[config.mk]
export PLATFORM = sky130hd
export DESIGN_NAME = rpe_top
export DESIGN_NICKNAME = d
export VERILOG_FILES = /design/src/inc/rpe_pkg.sv /design/src/inc/rpe_ch_if.sv /design/src/rpe_top.sv /design/src/rpe_channel.sv
export SDC_FILE = /design/constraint.sdc
export NUM_CORES = 1
export LEC_CHECK = 0
export ABC_CLOCK_PERIOD_IN_PS = 1450
export BUFFER_PORTS_ARGS = -buffer_cell sky130_fd_sc_hd__buf_2
export CORE_MARGIN = 4
export CORE_UTILIZATION = 47
export CTS_CLUSTER_DIAMETER = 150
export DETAILED_ROUTE_END_ITERATION = 8
export GPL_TIMING_DRIVEN = 0
export PLACE_DENSITY = 0.75
export SYNTH_ARGS = -nofsm -noshare
export SYNTH_HDL_FRONTEND = slang
export SYNTH_SLANG_ARGS = --single-unit
[constraint.sdc]
create_clock -name clk -period 1.45 [get_ports clk]
set_input_delay 0.3625 -clock clk [delete_from_list [all_inputs] [get_ports clk]]
set_output_delay 0.3625 -clock clk [all_outputs]
set_load 0.05 [all_outputs]
[src/inc/rpe_pkg.sv]
// Constants for the redundancy path enable register and its channel slices.
// Assumes the host port has already been decoded into byte-wide register accesses.
package rpe_pkg;
  localparam int RPE_NUM_CH = 3;
  localparam logic [7:0] RPE_CTRL_OFFSET = 8'h00;
  localparam logic [7:0] RPE_CTRL_RESET = 8'h00;
  localparam int RPE_RX_ON_LSB = 4;
  localparam int RPE_TX_ON_LSB = 0;
  localparam logic [7:0] RPE_CTRL_WMASK = 8'h77;
  localparam logic [7:0] RPE_UNMAPPED_READ = 8'h00;
endpackage : rpe_pkg

[src/inc/rpe_ch_if.sv]
// Signals between the control register and one channel slice.
// Assumes all members are in the clk domain; line inputs arrive already synchronised.
`timescale 1ns/1ps
`default_nettype none
interface rpe_ch_if;
  logic rx_on;
  logic tx_on;
  logic rx_pos;
  logic rx_neg;
  logic tx_pos;
  logic tx_neg;
  logic rx_data_pos;
  logic rx_data_neg;
  logic tx_out_pos;
  logic tx_out_neg;
  logic tx_oe_n;
  modport ctl (output rx_on, tx_on, rx_pos, rx_neg, tx_pos, tx_neg,
               input rx_data_pos, rx_data_neg, tx_out_pos, tx_out_neg, tx_oe_n);
  modport chan (input rx_on, tx_on, rx_pos, rx_neg, tx_pos, tx_neg,
                output rx_data_pos, rx_data_neg, tx_out_pos, tx_out_neg, tx_oe_n);
endinterface : rpe_ch_if
`default_nettype wire

[src/rpe_top.sv]
// Redundancy path enable register of a three channel line interface.
// Assumes the host port delivers decoded byte accesses on clk; line pins are asynchronous.
//
// Operation
// - Eight-bit control register at 0x00, resets zero.
// - Bit 6 powers channel 2 receive section.
// - Bit 5 powers channel 1 receive section.
// - Bit 4 powers channel 0 receive section.
// - Receive bit low powers whole section down.
// - Receive bit high accepts incoming line data.
// - Bit 2 drives or tri-states channel 2; it drives only while channel 2's enable pin is high.
// - Bits 1, 0 drive channels 1, 0 while those channels' enable pins are high.
`timescale 1ns/1ps
`default_nettype none
module rpe_top
  import rpe_pkg::*;
#(
  parameter int NUM_CH = RPE_NUM_CH
) (
  input wire logic clk,
  input wire logic rst,
  input wire logic [7:0] reg_addr,
  input wire logic reg_wr,
  input wire logic [7:0] reg_wdata,
  input wire logic reg_rd,
  output logic [7:0] reg_rdata,
  input wire logic [2:0] tx_enable_pin,
  input wire logic [2:0] rx_line_pos,
  input wire logic [2:0] rx_line_neg,
  input wire logic [2:0] tx_data_pos,
  input wire logic [2:0] tx_data_neg,
  output logic [2:0] rx_data_pos,
  output logic [2:0] rx_data_neg,
  output logic [2:0] receive_section_power,
  output logic [2:0] tx_line_pos_o,
  output logic [2:0] tx_line_neg_o,
  output logic [2:0] tx_line_oe_n
);
  if (NUM_CH != 3) begin : g_bad_ch
    $error("The control register holds exactly three channels.");
  end

  logic [7:0] redundancy_control;
  logic [2:0] pin_meta;
  logic [2:0] pin_sync;
  logic [2:0] rxp_meta;
  logic [2:0] rxp_sync;
  logic [2:0] rxn_meta;
  logic [2:0] rxn_sync;
  logic ctrl_hit;

  assign ctrl_hit = (reg_addr == RPE_CTRL_OFFSET);

  always_ff @(posedge clk) begin
    if (rst) begin
      redundancy_control <= RPE_CTRL_RESET;
    end else if (reg_wr && ctrl_hit) begin
      redundancy_control <= reg_wdata & RPE_CTRL_WMASK;
    end
  end

  // Reads of other offsets return zero because those registers live elsewhere.
  always_ff @(posedge clk) begin
    if (rst) begin
      reg_rdata <= RPE_UNMAPPED_READ;
    end else if (reg_rd) begin
      reg_rdata <= ctrl_hit ? redundancy_control : RPE_UNMAPPED_READ;
    end
  end

  // Enable and receive line pins are asynchronous to clk, so each passes two flip-flops first; transmit data pins pass none.
  always_ff @(posedge clk) begin
    if (rst) begin
      pin_meta <= 3'h0;
      pin_sync <= 3'h0;
      rxp_meta <= 3'h0;
      rxp_sync <= 3'h0;
      rxn_meta <= 3'h0;
      rxn_sync <= 3'h0;
    end else begin
      pin_meta <= tx_enable_pin;
      pin_sync <= pin_meta;
      rxp_meta <= rx_line_pos;
      rxp_sync <= rxp_meta;
      rxn_meta <= rx_line_neg;
      rxn_sync <= rxn_meta;
    end
  end

  assign receive_section_power = redundancy_control[RPE_RX_ON_LSB +: 3];

  rpe_ch_if ch_if[3] ();

  for (genvar i = 0; i < 3; i++) begin : g_ch
    assign ch_if[i].rx_on = redundancy_control[RPE_RX_ON_LSB + i];
    assign ch_if[i].tx_on = redundancy_control[RPE_TX_ON_LSB + i] & pin_sync[i];
    assign ch_if[i].rx_pos = rxp_sync[i];
    assign ch_if[i].rx_neg = rxn_sync[i];
    assign ch_if[i].tx_pos = tx_data_pos[i];
    assign ch_if[i].tx_neg = tx_data_neg[i];
    assign rx_data_pos[i] = ch_if[i].rx_data_pos;
    assign rx_data_neg[i] = ch_if[i].rx_data_neg;
    assign tx_line_pos_o[i] = ch_if[i].tx_out_pos;
    assign tx_line_neg_o[i] = ch_if[i].tx_out_neg;
    assign tx_line_oe_n[i] = ch_if[i].tx_oe_n;
    rpe_channel u_ch (
      .clk(clk),
      .rst(rst),
      .ch(ch_if[i].chan)
    );
  end

  a_reg_reset_zero: assert property (@(posedge clk) rst |=> redundancy_control == 8'h00)
    else $error("Control register not zero after reset.");

  a_rx2_write: assert property (@(posedge clk) disable iff (rst)
    (reg_wr && ctrl_hit) |=> receive_section_power[2] == $past(reg_wdata[6]))
    else $error("Channel 2 receive bit did not take the write.");

  a_rx1_write: assert property (@(posedge clk) disable iff (rst)
    (reg_wr && ctrl_hit) |=> receive_section_power[1] == $past(reg_wdata[5]))
    else $error("Channel 1 receive bit did not take the write.");

  a_rx0_write: assert property (@(posedge clk) disable iff (rst)
    (reg_wr && ctrl_hit) |=> receive_section_power[0] == $past(reg_wdata[4]))
    else $error("Channel 0 receive bit did not take the write.");

  a_tx2_write_drive: assert property (@(posedge clk) disable iff (rst)
    (reg_wr && ctrl_hit && reg_wdata[2] && pin_sync[2]) ##1 pin_sync[2] |=> !tx_line_oe_n[2])
    else $error("Channel 2 driver not enabled after write.");

  a_tx_pin_low_off: assert property (@(posedge clk) disable iff (rst)
    (pin_sync == 3'h0) |=> tx_line_oe_n == 3'h7)
    else $error("Driver on while its enable pin was low.");

  a_reserved_read: assert property (@(posedge clk) disable iff (rst)
    reg_rd |=> (reg_rdata[7] == 1'b0 && reg_rdata[3] == 1'b0))
    else $error("Reserved bit read as one.");

  a_read_value: assert property (@(posedge clk) disable iff (rst)
    (reg_rd && ctrl_hit) |=> reg_rdata == $past(redundancy_control))
    else $error("Read did not return the register.");

  a_tx1_write_drive: assert property (@(posedge clk) disable iff (rst)
    (reg_wr && ctrl_hit && reg_wdata[1] && pin_sync[1]) ##1 pin_sync[1] |=> !tx_line_oe_n[1])
    else $error("Channel 1 driver not enabled after write.");

  a_tx0_write_drive: assert property (@(posedge clk) disable iff (rst)
    (reg_wr && ctrl_hit && reg_wdata[0] && pin_sync[0]) ##1 pin_sync[0] |=> !tx_line_oe_n[0])
    else $error("Channel 0 driver not enabled after write.");

  a_tx2_clear_off: assert property (@(posedge clk) disable iff (rst)
    (reg_wr && ctrl_hit && !reg_wdata[2]) |=> ##1 tx_line_oe_n[2])
    else $error("Channel 2 driver still on after its bit was cleared.");

  a_tx1_clear_off: assert property (@(posedge clk) disable iff (rst)
    (reg_wr && ctrl_hit && !reg_wdata[1]) |=> ##1 tx_line_oe_n[1])
    else $error("Channel 1 driver still on after its bit was cleared.");

  a_tx0_clear_off: assert property (@(posedge clk) disable iff (rst)
    (reg_wr && ctrl_hit && !reg_wdata[0]) |=> ##1 tx_line_oe_n[0])
    else $error("Channel 0 driver still on after its bit was cleared.");

  a_tx2_off_zero: assert property (@(posedge clk) disable iff (rst)
    tx_line_oe_n[2] |-> (!tx_line_pos_o[2] && !tx_line_neg_o[2]))
    else $error("Channel 2 line data moved while tri-stated.");

  a_tx1_off_zero: assert property (@(posedge clk) disable iff (rst)
    tx_line_oe_n[1] |-> (!tx_line_pos_o[1] && !tx_line_neg_o[1]))
    else $error("Channel 1 line data moved while tri-stated.");

  a_tx0_off_zero: assert property (@(posedge clk) disable iff (rst)
    tx_line_oe_n[0] |-> (!tx_line_pos_o[0] && !tx_line_neg_o[0]))
    else $error("Channel 0 line data moved while tri-stated.");

  a_tx_data_follow: assert property (@(posedge clk) disable iff (rst)
    !tx_line_oe_n[2] |-> (tx_line_pos_o[2] == $past(tx_data_pos[2]) &&
      tx_line_neg_o[2] == $past(tx_data_neg[2])))
    else $error("Channel 2 driver did not pass its data.");

  a_rx2_clear_quiet: assert property (@(posedge clk) disable iff (rst)
    (reg_wr && ctrl_hit && !reg_wdata[6]) |=> ##1 (rx_data_pos[2] == 1'b0 && rx_data_neg[2] == 1'b0))
    else $error("Channel 2 receive data moved after power down.");

  a_rx1_clear_quiet: assert property (@(posedge clk) disable iff (rst)
    (reg_wr && ctrl_hit && !reg_wdata[5]) |=> ##1 (rx_data_pos[1] == 1'b0 && rx_data_neg[1] == 1'b0))
    else $error("Channel 1 receive data moved after power down.");

  a_rx0_clear_quiet: assert property (@(posedge clk) disable iff (rst)
    (reg_wr && ctrl_hit && !reg_wdata[4]) |=> ##1 (rx_data_pos[0] == 1'b0 && rx_data_neg[0] == 1'b0))
    else $error("Channel 0 receive data moved after power down.");

  a_rx_sync_depth: assert property (@(posedge clk) disable iff (rst)
    (!$past(rst) && !$past(rst, 2)) |-> (rxp_sync == $past(rx_line_pos, 2) && rxn_sync == $past(rx_line_neg, 2)))
    else $error("Receive line synchroniser is not two stages deep.");

  a_pin_sync_depth: assert property (@(posedge clk) disable iff (rst)
    (!$past(rst) && !$past(rst, 2)) |-> pin_sync == $past(tx_enable_pin, 2))
    else $error("Transmit enable pin synchroniser is not two stages deep.");

  a_reg_hold: assert property (@(posedge clk) disable iff (rst)
    !(reg_wr && ctrl_hit) |=> $stable(redundancy_control))
    else $error("Control register changed without a write to it.");

  a_rx_power_stable: assert property (@(posedge clk) disable iff (rst)
    !(reg_wr && ctrl_hit) |=> $stable(receive_section_power))
    else $error("Receive power changed without a write.");

  a_reserved_zero: assert property (@(posedge clk) disable iff (rst)
    (redundancy_control[7] == 1'b0 && redundancy_control[3] == 1'b0))
    else $error("Reserved register bit was stored.");

  a_read_hold: assert property (@(posedge clk) disable iff (rst)
    !reg_rd |=> $stable(reg_rdata))
    else $error("Read data changed without a read.");

  a_unmapped_read: assert property (@(posedge clk) disable iff (rst)
    (reg_rd && !ctrl_hit) |=> reg_rdata == RPE_UNMAPPED_READ)
    else $error("Read of another offset did not return zero.");
endmodule : rpe_top
`default_nettype wire

[src/rpe_channel.sv]
// One channel slice: receive section gating and transmit driver enable.
// Assumes synchronous inputs on clk; line pins are resolved outside from the enables.
`timescale 1ns/1ps
`default_nettype none
module rpe_channel (
  input wire logic clk,
  input wire logic rst,
  rpe_ch_if.chan ch
);
  always_ff @(posedge clk) begin
    if (rst || !ch.rx_on) begin
      ch.rx_data_pos <= 1'b0;
      ch.rx_data_neg <= 1'b0;
    end else begin
      ch.rx_data_pos <= ch.rx_pos;
      ch.rx_data_neg <= ch.rx_neg;
    end
  end

  always_ff @(posedge clk) begin
    if (rst) begin
      ch.tx_out_pos <= 1'b0;
      ch.tx_out_neg <= 1'b0;
      ch.tx_oe_n <= 1'b1;
    end else begin
      ch.tx_out_pos <= ch.tx_on & ch.tx_pos;
      ch.tx_out_neg <= ch.tx_on & ch.tx_neg;
      ch.tx_oe_n <= ~ch.tx_on;
    end
  end

  a_rx_off_quiet: assert property (@(posedge clk) disable iff (rst)
    !ch.rx_on |=> (ch.rx_data_pos == 1'b0 && ch.rx_data_neg == 1'b0))
    else $error("Receive data moved while section was off.");

  a_rx_on_follows: assert property (@(posedge clk) disable iff (rst)
    ch.rx_on |=> (ch.rx_data_pos == $past(ch.rx_pos) && ch.rx_data_neg == $past(ch.rx_neg)))
    else $error("Receive data did not follow the line.");

  a_tx_on_drives: assert property (@(posedge clk) disable iff (rst)
    ch.tx_on |=> (!ch.tx_oe_n && ch.tx_out_pos == $past(ch.tx_pos)))
    else $error("Enabled driver did not drive the line.");

  a_tx_off_tristate: assert property (@(posedge clk) disable iff (rst)
    !ch.tx_on |=> (ch.tx_oe_n && !ch.tx_out_pos && !ch.tx_out_neg))
    else $error("Disabled driver was not tri-stated.");
endmodule : rpe_channel
`default_nettype wire

==> impl_metrics.csv <==
group,metric,value,unit
clocking,path_clk_slew,120,ps
drt,antenna_left,0,
outcome,outcome,"complete, no violations",
timing,rsz0062_at_grt,"false",
place,place.gp.congestion,0.715,
drt,drc,0,
min_path,hold_path_end,"rxp_meta[0]",
layout,fill_cells,281,
drt,vias,1151,
die,io_pins,61,
timing,fmaxAchievable,726,MHz
global_routing,grt_max_degree,15,
setup_path,cp-start-kind,"flip-flop",
synth,syn_area_per_cell,10.3,um2
clocking,cts_buffer_depth,2,
global_routing,grt_overflow,0,
die,start_util,50.7,%
global_routing,antenna_found_initial,0,
synth,synth_edf_count,0,
synth,synth.cell_area,0.00160,mm2
setup_path,endpoint_kind,"output pin",
clocking,numCtsBuffers,5,
setup_path,required,1090,ps
setup_path,r2r_slack,710,ps
timing,slew_viol_final,0,
setup_path,criticalPathCategory,"flip-flop to output pin",
global_routing,grt_pass1_vias,1036,
setup_path,reg2regPathDepth,2,
synth,synth_common_cells,"dfxtp_1 (45), buf_4 (20), nand2b_1 (18), nor2b_1 (18)",
layout,drive_gt1_share,40.5,%
synth,ys.warnings.count,0,
drt,vias_per_cell,4.36,
clocking,insertion_delay,340,ps
synth,synth_most_common_cell,"dfxtp_1",
die,dieArea,0.00440,mm2
timing,setup_violations,0,
die,die_h,66.3,um
min_path,whs_path_depth,2,
synth,yosysTopAreaCell,"dfxtp_1",
die,fp-row-count,20,
power,power_leakage,0.941,nW
layout,syn_to_final_growth,27.3,%
power,peakVddDrop,518,uV
timing,post-route-period-util,95.0,%
timing,fin_worst_skew,9.27,ps
setup_path,crit_path_start,"g_ch[2].u_ch.ch.tx_out_pos",
clocking,cts_tree,"done",
clocking,htreeDepth,2,
drt,drt_first_pass_iters,4,
drt,wl,2.80,mm
drt,wl_per_cell,10.6,um
clocking,numClockSinks,45,
timing,final_hold_viol_count,0,
synth,yosys.cell_types.count,15,
place,hpwlAfterDp,2.26,mm
clocking,cts_setup_buffers,0,
power,p_total,2.18,mW
setup_path,r2r-end,"reg_rdata[1]",
global_routing,track_usage,13.6,%
layout,diodes,0,
synth,ys_async_sr_fraction,0,%
timing,fin_crit,1380,ps
drt,drt-initial-drc-count,35,
min_path,min_from,"rx_line_pos[0]",
job,maxCapViolCount,0,
synth,synthFlopType,"dfxtp_1",
synth,syn_inst,156,
synth,synthTopCellsByArea,"dfxtp_1 (56%), buf_4 (9.4%), nand2b_1 (7.0%), nor2b_1 (7.0%), mux2i_1 (3.8%)",
place,port_buffers,55,
synth,ys_seq_area_share,56.3,%
clocking,cts_root_buf,"clkbuf_4",
min_path,hp-class,"input pin to flip-flop",
timing,final.setup.tns,0,ps
synth,yosys_register_bits,45,
global_routing,grt_pass1_wl,4.48,mm
setup_path,worstReg2RegStart,"redundancy_control[1]",
power,p_per_area,1070,mW/mm2
synth,yosysTopAreaCellShare,56.3,%
die,die_w,66.3,um
setup_path,worst-path-max-fanout,1,
layout,nets,254,
setup_path,crit_arrival,1020,ps
die,core,0.00315,mm2
==> report_power, final <==
group	internal (mW)	leakage, nW	total (mW)	switching [mW]
Clock	0.410	0.0445	0.790	0.380
Combinational	0.0632	0.528	0.123	0.0601
Sequential	1.26	0.368	1.26	0.00491
==> metal layers <==
metal,GRT usage (%),share of wire [%],vias up
met2,22.9,51,37
met3,2.72,6.1,5
li1,-,-,593
met1,15.8,41,516
met5,0,0,-
met4,7.61,1.9,0
==> cells in the final DEF, fill, tap and decap left out, drive strengths merged <==
| cell | synthesis | final |
|---|---|---|
| buf | 21 | 75 |
| dfxtp | 45 | 45 |
| nand2b | 18 | 18 |
| nor2b | 18 | 18 |
| inv | 12 | 12 |
| nor2 | 12 | 12 |
| clkbuf | 5 | 12 |
| nand4 | 6 | 6 |
| a21oi | 6 | 6 |
| mux2i | 6 | 6 |
| nand3b | 3 | 3 |
| nor4 | 2 | 2 |
| conb | 1 | 2 |
| and3 | 1 | 1 |
| clkinvlp | 0 | 1 |
| bufinv | 0 | 1 |
==> sequential cells by signal (all words and copies together), names as in the netlist <==
register	count
g_ch.u_ch.ch.rx_data_neg	3
g_ch.u_ch.ch.rx_data_pos	3
g_ch.u_ch.ch.tx_oe_n	3
g_ch.u_ch.ch.tx_out_neg	3
g_ch.u_ch.ch.tx_out_pos	3
pin_meta	3
pin_sync	3
redundancy_control	6
reg_rdata	6
rxn_meta	3
rxn_sync	3
rxp_meta	3
rxp_sync	3
==> logic make-up (layout without fill, tap and decap cells) <==
kind of cell           count (synthesis)  in the layout  synth area share (%)
AOI/OAI and AO/OA                      6              6                  1.88
buffers and inverters                 38            101                  14.1
DFF                                   45             45                  56.3
muxes                                  6              6                  3.76
other                                  1              2                 0.235
and+or+nand+nor                       60             60                  23.7
==> per-stage QoR <==
stage	cells	utilization, %	setup WS (ps)	cell area (um2)	hold WS [ps]
finish	264	64.6	72.1	2040	215
CTS	264	64.4	20.6	2030	202
global route	264	64.6	12.8	2040	196
floorplan	157	-	153	1600	394
detailed placement	256	61.3	-128	1930	400
global placement	256	61.3	-66.7	1930	395
==> repair_timing <==
item / CTS / global route
pin swaps: 0 / 0
endpoints found under the setup margin: 3 / 4
resized for setup: 3 / 4
hold buffers: 0 / 0
==> cell type report <==
class                           count  area (um2)  area share, %
Clock inverter                      2        37.5           1.84
Tap cell                           44        55.1           2.70
Clock buffer                        6        51.3           2.52
Buffer                             26         180           8.85
Multi-Input combinational cell     74         477           23.4
Inverter                           12        45.0           2.21
Timing Repair Buffer               55         285           14.0
Sequential cell                    45         905           44.4
==> worst max path at each step <==
stage,end,slack [ps],cells after the start
2_1_floorplan,redundancy_control[0],150,4
3_3_place_gp,redundancy_control[4],-70,5
3_5_place_dp,redundancy_control[0],-130,5
4_1_cts,receive_section_power[0],20,2
5_1_grt,rx_data_pos[0],10,2
6_report,tx_line_pos_o[2],70,2
==> worst max-delay path: stages, from the launching register on <==
cell	delay, ps
dfxtp_1	340
buf_4	90
buf_2	240
Power figures use the tool's default switching activity.
